<file path="src/include/dpsh_pkg.sv">
// Constants, types and decoders for the dual-port semaphore RAM host.
// Assumes one 25 MHz clock and a single port of the shared RAM.
`default_nettype none
package dpsh_pkg;
	localparam int ADDR_W = 12;
	localparam int DATA_W = 8;
	localparam int SEM_COUNT = 8;
	localparam int SEM_IDX_W = 3;
	localparam int REGION_LSB = ADDR_W - SEM_IDX_W;
	localparam int CNT_W = 4;
	localparam int TRY_W = 8;

	localparam int CLK_PERIOD_NS = 40;
	localparam int SETUP_NS = 40;
	localparam int STROBE_NS = 80;
	localparam int RETRY_GAP_NS = 400;
	localparam int SETUP_CYC = (SETUP_NS + CLK_PERIOD_NS - 1) / CLK_PERIOD_NS;
	localparam int STROBE_CYC = (STROBE_NS + CLK_PERIOD_NS - 1) / CLK_PERIOD_NS;
	localparam int GAP_CYC = (RETRY_GAP_NS + CLK_PERIOD_NS - 1) / CLK_PERIOD_NS;
	localparam int TAKE_TRIES = 16;

	localparam logic [DATA_W-1:0] SEM_REQUEST = 8'h00;
	localparam logic [DATA_W-1:0] SEM_RELEASE = 8'h01;
	localparam logic [ADDR_W-1:0] ADDR_RST = 12'h000;
	localparam logic [DATA_W-1:0] DATA_RST = 8'h00;
	localparam logic [SEM_COUNT-1:0] OWN_RST = 8'h00;

	typedef enum logic [2:0] {
		OP_READ = 3'b000,
		OP_WRITE = 3'b001,
		OP_TAKE = 3'b010,
		OP_GIVE = 3'b011,
		OP_PEEK = 3'b100
	} dpsh_op_e;

	typedef enum logic [2:0] {
		ST_IDLE = 3'b000,
		ST_MEM = 3'b001,
		ST_SWR = 3'b010,
		ST_SRD = 3'b011,
		ST_GAP = 3'b100,
		ST_WDRAW = 3'b101
	} dpsh_state_e;

	typedef enum logic [1:0] {
		CY_IDLE = 2'b00,
		CY_SET = 2'b01,
		CY_ACT = 2'b10,
		CY_REC = 2'b11
	} dpsh_cyc_state_e;

	// Latch index from the low address bits
	function automatic logic [SEM_IDX_W-1:0] sem_idx(
		input logic [ADDR_W-1:0] a);
		sem_idx = a[SEM_IDX_W-1:0];
	endfunction

	// Memory region guarded by each latch
	function automatic logic [SEM_IDX_W-1:0] region_of(
		input logic [ADDR_W-1:0] a);
		region_of = a[ADDR_W-1:REGION_LSB];
	endfunction
endpackage
`default_nettype wire

</file>
<file path="src/include/dpsh_cyc_if.sv">
// Request and answer of one pin cycle between sequencer and cycle engine.
// Assumes both ends run on sys_clk.
`timescale 1ns/1ps
`default_nettype none
interface dpsh_cyc_if;
	logic start;
	logic is_wr;
	logic is_sem;
	logic [dpsh_pkg::ADDR_W-1:0] addr;
	logic [dpsh_pkg::DATA_W-1:0] wdata;
	logic [dpsh_pkg::DATA_W-1:0] rdata;
	logic done;

	modport master (output start, is_wr, is_sem, addr, wdata,
		input rdata, done);
	modport exec (input start, is_wr, is_sem, addr, wdata,
		output rdata, done);
endinterface
`default_nettype wire

</file>
<file path="src/verilog/dpsh_host.sv">
// Host controller for one port of the shared dual-port semaphore RAM.
// Assumes the far port is driven by an independent master on its own.
`timescale 1ns/1ps
`default_nettype none
module dpsh_host #(
	parameter int MAX_TRIES = dpsh_pkg::TAKE_TRIES,
	parameter int RETRY_CYC = dpsh_pkg::GAP_CYC
) (
	// Clock and reset
	input wire logic sys_clk,
	input wire logic rst_n,
	// Command
	input wire logic cmd_valid,
	output logic cmd_ready,
	input wire dpsh_pkg::dpsh_op_e cmd_op,
	input wire logic [dpsh_pkg::ADDR_W-1:0] cmd_addr,
	input wire logic [dpsh_pkg::DATA_W-1:0] cmd_wdata,
	input wire logic guard_en,
	// Response
	output logic rsp_valid,
	output logic rsp_err,
	output logic rsp_granted,
	output logic [dpsh_pkg::DATA_W-1:0] rsp_rdata,
	output logic [dpsh_pkg::SEM_COUNT-1:0] owned,
	// RAM port pins
	output logic [dpsh_pkg::ADDR_W-1:0] port_addr,
	output logic port_ce_n,
	output logic port_sem_n,
	output logic port_rw_n,
	output logic port_oe_n,
	output logic [dpsh_pkg::DATA_W-1:0] port_dout,
	output logic port_dout_oe,
	input wire logic [dpsh_pkg::DATA_W-1:0] port_din
);
	import dpsh_pkg::*;

	dpsh_cyc_if cyc ();

	dpsh_state_e state_r;
	dpsh_op_e op_r;
	logic [ADDR_W-1:0] addr_r;
	logic [TRY_W-1:0] tries_r;
	logic [TRY_W-1:0] gap_r;
	logic start_r;
	logic is_wr_r;
	logic is_sem_r;
	logic [ADDR_W-1:0] cyc_addr_r;
	logic [DATA_W-1:0] cyc_wdata_r;
	logic take_ok;
	logic give_ok;
	logic [SEM_IDX_W-1:0] op_idx;

	assign cyc.start = start_r;
	assign cyc.is_wr = is_wr_r;
	assign cyc.is_sem = is_sem_r;
	assign cyc.addr = cyc_addr_r;
	assign cyc.wdata = cyc_wdata_r;
	assign op_idx = sem_idx(addr_r);

	// Take confirmed by readback, not by the request write; give by the release write
	assign take_ok = (state_r == ST_SRD) && cyc.done
		&& (op_r == OP_TAKE) && !cyc.rdata[0];
	assign give_ok = (state_r == ST_SWR) && cyc.done
		&& (op_r == OP_GIVE);

	// Sequencer
	always_ff @(posedge sys_clk) begin
		if (!rst_n) begin
			state_r <= ST_IDLE;
			op_r <= OP_READ;
			addr_r <= ADDR_RST;
			tries_r <= '0;
			gap_r <= '0;
			start_r <= 1'b0;
			is_wr_r <= 1'b0;
			is_sem_r <= 1'b0;
			cyc_addr_r <= ADDR_RST;
			cyc_wdata_r <= DATA_RST;
			cmd_ready <= 1'b0;
			rsp_valid <= 1'b0;
			rsp_err <= 1'b0;
			rsp_granted <= 1'b0;
			rsp_rdata <= DATA_RST;
		end else begin
			start_r <= 1'b0;
			rsp_valid <= 1'b0;
			case (state_r)
				ST_IDLE: begin
					cmd_ready <= 1'b1;
					if (cmd_valid && cmd_ready) begin
						cmd_ready <= 1'b0;
						op_r <= cmd_op;
						addr_r <= cmd_addr;
						tries_r <= '0;
						case (cmd_op)
							OP_READ, OP_WRITE: begin
								// Touch a guarded region only while owning its latch
								if (guard_en && !owned[region_of(cmd_addr)]) begin
									rsp_valid <= 1'b1;
									rsp_err <= 1'b1;
									rsp_granted <= 1'b0;
									rsp_rdata <= DATA_RST;
									cmd_ready <= 1'b1;
								end else begin
									start_r <= 1'b1;
									is_sem_r <= 1'b0;
									is_wr_r <= (cmd_op == OP_WRITE);
									cyc_addr_r <= cmd_addr;
									cyc_wdata_r <= cmd_wdata;
									state_r <= ST_MEM;
								end
							end
							OP_TAKE: begin
								if (owned[sem_idx(cmd_addr)]) begin
									rsp_valid <= 1'b1;
									rsp_err <= 1'b0;
									rsp_granted <= 1'b1;
									rsp_rdata <= DATA_RST;
									cmd_ready <= 1'b1;
								end else begin
									start_r <= 1'b1;
									is_sem_r <= 1'b1;
									is_wr_r <= 1'b1;
									cyc_addr_r <= ADDR_W'(sem_idx(cmd_addr));
									cyc_wdata_r <= SEM_REQUEST;
									state_r <= ST_SWR;
								end
							end
							OP_GIVE: begin
								// Only the owner may release
								if (!owned[sem_idx(cmd_addr)]) begin
									rsp_valid <= 1'b1;
									rsp_err <= 1'b1;
									rsp_granted <= 1'b0;
									rsp_rdata <= DATA_RST;
									cmd_ready <= 1'b1;
								end else begin
									start_r <= 1'b1;
									is_sem_r <= 1'b1;
									is_wr_r <= 1'b1;
									cyc_addr_r <= ADDR_W'(sem_idx(cmd_addr));
									cyc_wdata_r <= SEM_RELEASE;
									state_r <= ST_SWR;
								end
							end
							default: begin
								start_r <= 1'b1;
								is_sem_r <= 1'b1;
								is_wr_r <= 1'b0;
								cyc_addr_r <= ADDR_W'(sem_idx(cmd_addr));
								cyc_wdata_r <= DATA_RST;
								state_r <= ST_SRD;
							end
						endcase
					end
				end
				ST_MEM: begin
					if (cyc.done) begin
						rsp_valid <= 1'b1;
						rsp_err <= 1'b0;
						rsp_granted <= 1'b0;
						rsp_rdata <= op_r == OP_READ ? cyc.rdata : DATA_RST;
						cmd_ready <= 1'b1;
						state_r <= ST_IDLE;
					end
				end
				ST_SWR: begin
					if (cyc.done) begin
						if (op_r == OP_TAKE) begin
							start_r <= 1'b1;
							is_wr_r <= 1'b0;
							state_r <= ST_SRD;
						end else begin
							rsp_valid <= 1'b1;
							rsp_err <= 1'b0;
							rsp_granted <= 1'b0;
							rsp_rdata <= DATA_RST;
							cmd_ready <= 1'b1;
							state_r <= ST_IDLE;
						end
					end
				end
				ST_SRD: begin
					if (cyc.done) begin
						if (op_r != OP_TAKE || take_ok) begin
							rsp_valid <= 1'b1;
							rsp_err <= 1'b0;
							rsp_granted <= !cyc.rdata[0];
							rsp_rdata <= cyc.rdata;
							cmd_ready <= 1'b1;
							state_r <= ST_IDLE;
						end else if (tries_r == TRY_W'(MAX_TRIES - 1)) begin
							// Withdraw so a late grant is not left stranded
							start_r <= 1'b1;
							is_wr_r <= 1'b1;
							cyc_wdata_r <= SEM_RELEASE;
							state_r <= ST_WDRAW;
						end else begin
							// Request stays pending in the latch; poll only
							gap_r <= TRY_W'(RETRY_CYC - 1);
							state_r <= ST_GAP;
						end
					end
				end
				ST_GAP: begin
					if (gap_r == '0) begin
						tries_r <= tries_r + 1'b1;
						start_r <= 1'b1;
						is_wr_r <= 1'b0;
						state_r <= ST_SRD;
					end else begin
						gap_r <= gap_r - 1'b1;
					end
				end
				default: begin
					if (cyc.done) begin
						rsp_valid <= 1'b1;
						rsp_err <= 1'b0;
						rsp_granted <= 1'b0;
						rsp_rdata <= DATA_RST;
						cmd_ready <= 1'b1;
						state_r <= ST_IDLE;
					end
				end
			endcase
		end
	end

	// Ownership record; the latch itself settles any tie
	always_ff @(posedge sys_clk) begin
		if (!rst_n) begin
			owned <= OWN_RST;
		end else if (take_ok) begin
			owned[op_idx] <= 1'b1;
		end else if (give_ok) begin
			owned[op_idx] <= 1'b0;
		end
	end

	dpsh_cycle u_cycle (
		.sys_clk(sys_clk),
		.rst_n(rst_n),
		.cyc(cyc.exec),
		.port_addr(port_addr),
		.port_ce_n(port_ce_n),
		.port_sem_n(port_sem_n),
		.port_rw_n(port_rw_n),
		.port_oe_n(port_oe_n),
		.port_dout(port_dout),
		.port_dout_oe(port_dout_oe),
		.port_din(port_din)
	);
endmodule
`default_nettype wire

</file>
<file path="src/verilog/dpsh_cycle.sv">
// Pin cycle engine: one read or write on the RAM port per start pulse.
// Assumes the port inputs are synchronous to sys_clk.
`timescale 1ns/1ps
`default_nettype none
module dpsh_cycle (
	// Clock and reset
	input wire logic sys_clk,
	input wire logic rst_n,
	// Sequencer side
	dpsh_cyc_if.exec cyc,
	// RAM port pins
	output logic [dpsh_pkg::ADDR_W-1:0] port_addr,
	output logic port_ce_n,
	output logic port_sem_n,
	output logic port_rw_n,
	output logic port_oe_n,
	output logic [dpsh_pkg::DATA_W-1:0] port_dout,
	output logic port_dout_oe,
	input wire logic [dpsh_pkg::DATA_W-1:0] port_din
);
	import dpsh_pkg::*;

	dpsh_cyc_state_e state_r;
	logic [CNT_W-1:0] cnt_r;
	logic wr_r;
	logic done_r;
	logic [DATA_W-1:0] rdata_r;

	assign cyc.done = done_r;
	assign cyc.rdata = rdata_r;

	always_ff @(posedge sys_clk) begin
		if (!rst_n) begin
			state_r <= CY_IDLE;
			cnt_r <= '0;
			wr_r <= 1'b0;
			done_r <= 1'b0;
			rdata_r <= DATA_RST;
			port_addr <= ADDR_RST;
			port_ce_n <= 1'b1;
			port_sem_n <= 1'b1;
			port_rw_n <= 1'b1;
			port_oe_n <= 1'b1;
			port_dout <= DATA_RST;
			port_dout_oe <= 1'b0;
		end else begin
			done_r <= 1'b0;
			case (state_r)
				CY_IDLE: begin
					if (cyc.start) begin
						port_addr <= cyc.addr;
						port_dout <= cyc.wdata;
						port_dout_oe <= cyc.is_wr;
						port_ce_n <= cyc.is_sem;
						port_sem_n <= !cyc.is_sem;
						port_oe_n <= cyc.is_wr;
						wr_r <= cyc.is_wr;
						cnt_r <= CNT_W'(SETUP_CYC - 1);
						state_r <= CY_SET;
					end
				end
				CY_SET: begin
					// Address settles before the write strobe opens
					if (cnt_r == '0) begin
						port_rw_n <= !wr_r;
						cnt_r <= CNT_W'(STROBE_CYC - 1);
						state_r <= CY_ACT;
					end else begin
						cnt_r <= cnt_r - 1'b1;
					end
				end
				CY_ACT: begin
					if (cnt_r == '0) begin
						rdata_r <= port_din;
						port_rw_n <= 1'b1;
						port_ce_n <= 1'b1;
						port_sem_n <= 1'b1;
						port_oe_n <= 1'b1;
						state_r <= CY_REC;
					end else begin
						cnt_r <= cnt_r - 1'b1;
					end
				end
				default: begin
					// Data held one cycle past the strobe for hold time
					port_dout_oe <= 1'b0;
					done_r <= 1'b1;
					state_r <= CY_IDLE;
				end
			endcase
		end
	end
endmodule
`default_nettype wire

</file>
<file path="config.mk">
export PLATFORM = sky130hd
export DESIGN_NAME = dpsh_host
export DESIGN_NICKNAME = d
export VERILOG_FILES = /design/src/include/dpsh_pkg.sv /design/src/include/dpsh_cyc_if.sv /design/src/verilog/dpsh_host.sv /design/src/verilog/dpsh_cycle.sv
export SDC_FILE = /design/constraint.sdc
export NUM_CORES = 1
export LEC_CHECK = 0
export ABC_AREA = 0
export CELL_PAD_IN_SITES_DETAIL_PLACEMENT = 0
export CELL_PAD_IN_SITES_GLOBAL_PLACEMENT = 1
export CORE_ASPECT_RATIO = 0.75
export CORE_MARGIN = 2
export CORE_UTILIZATION = 42
export CTS_CLUSTER_DIAMETER = 80
export DETAILED_ROUTE_END_ITERATION = 8
export DONT_BUFFER_PORTS = 1
export GPL_ROUTABILITY_DRIVEN = 0
export PLACE_DENSITY = 0.87
export SLEW_MARGIN = 15
export SYNTH_ARGS = -nofsm -noshare
export SYNTH_HDL_FRONTEND = slang
export SYNTH_SLANG_ARGS = --single-unit
</file>
<file path="constraint.sdc">
create_clock -name sys_clk -period 1.9 [get_ports sys_clk]
set_input_delay 0.095 -clock sys_clk [delete_from_list [all_inputs] [get_ports sys_clk]]
set_output_delay 0.095 -clock sys_clk [all_outputs]
set_load 0.02 [all_outputs]
</file>
==> flow_metrics.env <==
export IMPL_cts_buffers=9
export IMPL_min_from="rst_n"
export IMPL_slew_violations=0
export IMPL_final_cells=808
export IMPL_htree_levels=3
export IMPL_ys_ff_latch=109
export IMPL_netlist_area_sq_mm=0.00484
export IMPL_synth_edf_count=0
export IMPL_post_place_ws_ps=-123
export IMPL_powerDensity_mw_per_mm2=861
export IMPL_power_leakage_uw=0.00231
export IMPL_setup_slack_ps=-130
export IMPL_violations="negative setup slack"
export IMPL_dp_hpwl_um=9150
export IMPL_ioPinCount=80
export IMPL_drt_total_wl_um=13000
export IMPL_fillCellCount=976
export IMPL_setup_worst_path_start_class="flip-flop"
export IMPL_clock_skew_final_ps=8.69
export IMPL_worst_endpoint_required_ps=2130
export IMPL_drt_initial_drc_count=317
export IMPL_grt_usage_pct=21.3
export IMPL_grt_antenna_before_repair=0
export IMPL_core_area_sq_mm=0.0111
export IMPL_start_util_pct=43.8
export IMPL_routed_via_density=5.39
export IMPL_place_area_sq_mm=0.00542
export IMPL_cts_buffer_depth=2
export IMPL_yosysTopAreaCell="dfxtp_1"
export IMPL_grt_max_degree=29
export IMPL_yosysMostFrequentCell="nand2_1"
export IMPL_timing_hold_ws_ps=26.3
export IMPL_top_layer="met4"
export IMPL_grt_pass1_wl_um=21300
export IMPL_final_cell_area_sq_mm=0.00618
export IMPL_synthesis_nets=630
export IMPL_crit_arrival_ps=2260
export IMPL_worstPathMaxFanout=7
export IMPL_diodes=0
export IMPL_die_w_um=128
export IMPL_ys_seq_area_share_pct=45.1
export IMPL_num_rows=33
export IMPL_wl_met1_um=5900
export IMPL_clk_pin_slew_ps=80
export IMPL_dp_cells=760
export IMPL_wl_met3_um=977
export IMPL_maxSlewHeadroom_pct=26.4
export IMPL_rsz0062_at_grt="yes"
export IMPL_cts_tree="yes"
export IMPL_drive_gt1_share_pct=20.1
export IMPL_outcome="finished with violations"
export IMPL_die_height_um=97
export IMPL_yosysWarnings=0
export IMPL_crit_type="flip-flop to flip-flop"
export IMPL_drt_wirelength_per_cell_um=16.1
export IMPL_max_freq_ghz=0.493
export IMPL_cts_sinks=109
export IMPL_min_period_ps=2030
export IMPL_dr_total_vias=4357
export IMPL_synthCells=588
export IMPL_synthArstFlopShare_pct=0
export IMPL_synth_ff_type="dfxtp_1"
export IMPL_synthDistinctLibCells=54
export IMPL_synth_common_cells="125 x nand2_1, 109 x dfxtp_1, 67 x a21oi_1, 53 x nor2_1, 34 x mux2i_1"
export IMPL_grt_pass1_vias=4290
export IMPL_syn_to_final_growth_pct=27.7
export IMPL_grt_overflow=0
export IMPL_cts_root_buf="clkbuf_16"
export IMPL_fin_nets=705
export IMPL_tightestPinTransition_ps=1100
export IMPL_io_buffers=0
export IMPL_synth_top_cell_area_share_pct=45.1
export IMPL_hold_viol=0
export IMPL_route_detailed_drc=0
export IMPL_antenna_left=0
export IMPL_min_delay_path_class="input port to flip-flop"
export IMPL_vdd_ir_drop_max_mv=0.598
export IMPL_dr_pass1_iters=5
export IMPL_finalCritPeriodShare_pct=107
export IMPL_design_die_area_sq_mm=0.0124
export IMPL_synth_area_leaders="dfxtp_1 45%, nand2_1 9.7%, mux2i_1 7.0%"
export IMPL_maxCapViolCount=0
export IMPL_wl_met2_um=5990
export IMPL_insertion_delay_ps=350
export IMPL_setup_viol=34
export IMPL_syn_avg_cell_area_sq_um=8.24
export IMPL_cp_end_kind="flip-flop"
==> path summary, 6_finish.rpt <==
kind	endpoint	slack, ps	cells after the start
max	cyc.wdata[5]$_SDFFE_PN0P_	-130	7
min	tries_r[3]$_SDFFE_PN0P_	30	2
max reg2reg	cyc.wdata[5]$_SDFFE_PN0P_	-130	7
min reg2reg	u_cycle.port_dout[3]$_SDFFE_PN0P_	450	2
==> power by group <==
part | internal, uW | leakage [uW] | switching, uW | total, uW
Clock | 1050 | 0.000150 | 899 | 1950
Combinational | 403 | 0.00127 | 491 | 894
Sequential | 2370 | 0.000886 | 108 | 2480
Total | 3820 | 0.00231 | 1500 | 5320
==> cell usage in the layout (no fill, tap or decap), types with 3 or more instances in the layout <==
cell type / instances
or3_1: 3
nor3_1: 8
nor2b_1: 7
mux2i_1: 31
buf_4: 64
mux2_2: 4
clkbuf_16: 9
nand2_1: 124
dlygate4sd3_1: 31
nor3b_2: 5
xor2_1: 10
mux2i_2: 3
dfxtp_1: 99
o22ai_1: 3
a22oi_1: 3
dfxtp_2: 8
inv_1: 9
nand4b_1: 4
ha_1: 7
inv_6: 3
nand3b_1: 7
a21oi_1: 60
nand2b_1: 15
and3_1: 3
o21ai_0: 12
nand3_1: 19
a21oi_2: 5
nor2_1: 51
==> metrics by stage <==
| step | utilization (%) | setup TNS [ps] | power (uW) |
|---|---|---|---|
| 6_report | 55.9 | -2590 | 5320 |
| 5_1_grt | 55.9 | -6120 | 5560 |
| 4_1_cts | 54.8 | -2680 | 5300 |
| 3_5_place_dp | 49.0 | -2640 | 3300 |
| 3_3_place_gp | 49.0 | -663 | 3270 |
| 2_1_floorplan | - | -874 | 3040 |
==> cells by family (layout without fill, tap and decap cells) <==
family / count (synthesis) / in the layout / share of synthesized area (%)
AOI/OAI and AO/OA: 105 / 105 / 12.3
xor gates and xnor gates: 12 / 12 / 2.17
adders and majority gates: 7 / 7 / 1.81
buffers and inverters: 43 / 123 / 3.64
DFF: 109 / 109 / 45.1
muxes: 40 / 40 / 8.89
and+or+nand+nor: 272 / 272 / 26.1
==> critical path: stages, from the launching register on <==
cell	delay (ps)
dfxtp_2	330
mux4_2	500
mux2i_2	190
mux2i_2	100
buf_4	160
o21ai_2	310
nand2_4	170
mux2i_1	160
==> area by class of cell <==
cell class                      count  area (sq um)  area share, %
Clock inverter                      6          76.3           1.23
Inverter                           10          37.5          0.607
Sequential cell                   109          2200           35.6
Tap cell                          140           175           2.83
Clock buffer                       10           229           3.70
Timing Repair Buffer               97           822           13.3
Multi-Input combinational cell    436          2650           42.8
==> repair_timing <==
action / 4_1_cts / 5_1_grt
setup buffers: 0 / 1
pin swaps: 1 / 5
gates resized for setup: 9 / 30
hold buffers: 31 / 0
endpoints found under the hold margin: 53 / 0
gates cloned: 0 / 0
setup endpoints to repair: 40 / 58
==> layer usage <==
metal  vias up  GRT usage, %
li1       2146             -
met1      2054          27.9
met2       144          34.1
met3        13          7.08
met4         0          5.24
met5         -             0
==> sequential cells by signal (all words and copies together) (netlist names), 3 cells and up, named ones only <==
| name | cells |
|---|---|
| addr_r | 3 |
| cyc.wdata | 8 |
| u_cycle.port_addr | 12 |
| gap_r | 8 |
| state_r | 3 |
| rsp_rdata | 8 |
| tries_r | 8 |
| cyc.addr | 12 |
| op_r | 3 |
| u_cycle.cnt_r | 4 |
| u_cycle.port_dout | 8 |
| u_cycle.cyc.rdata | 8 |
Note: power is estimated with default switching activity, not from simulation.
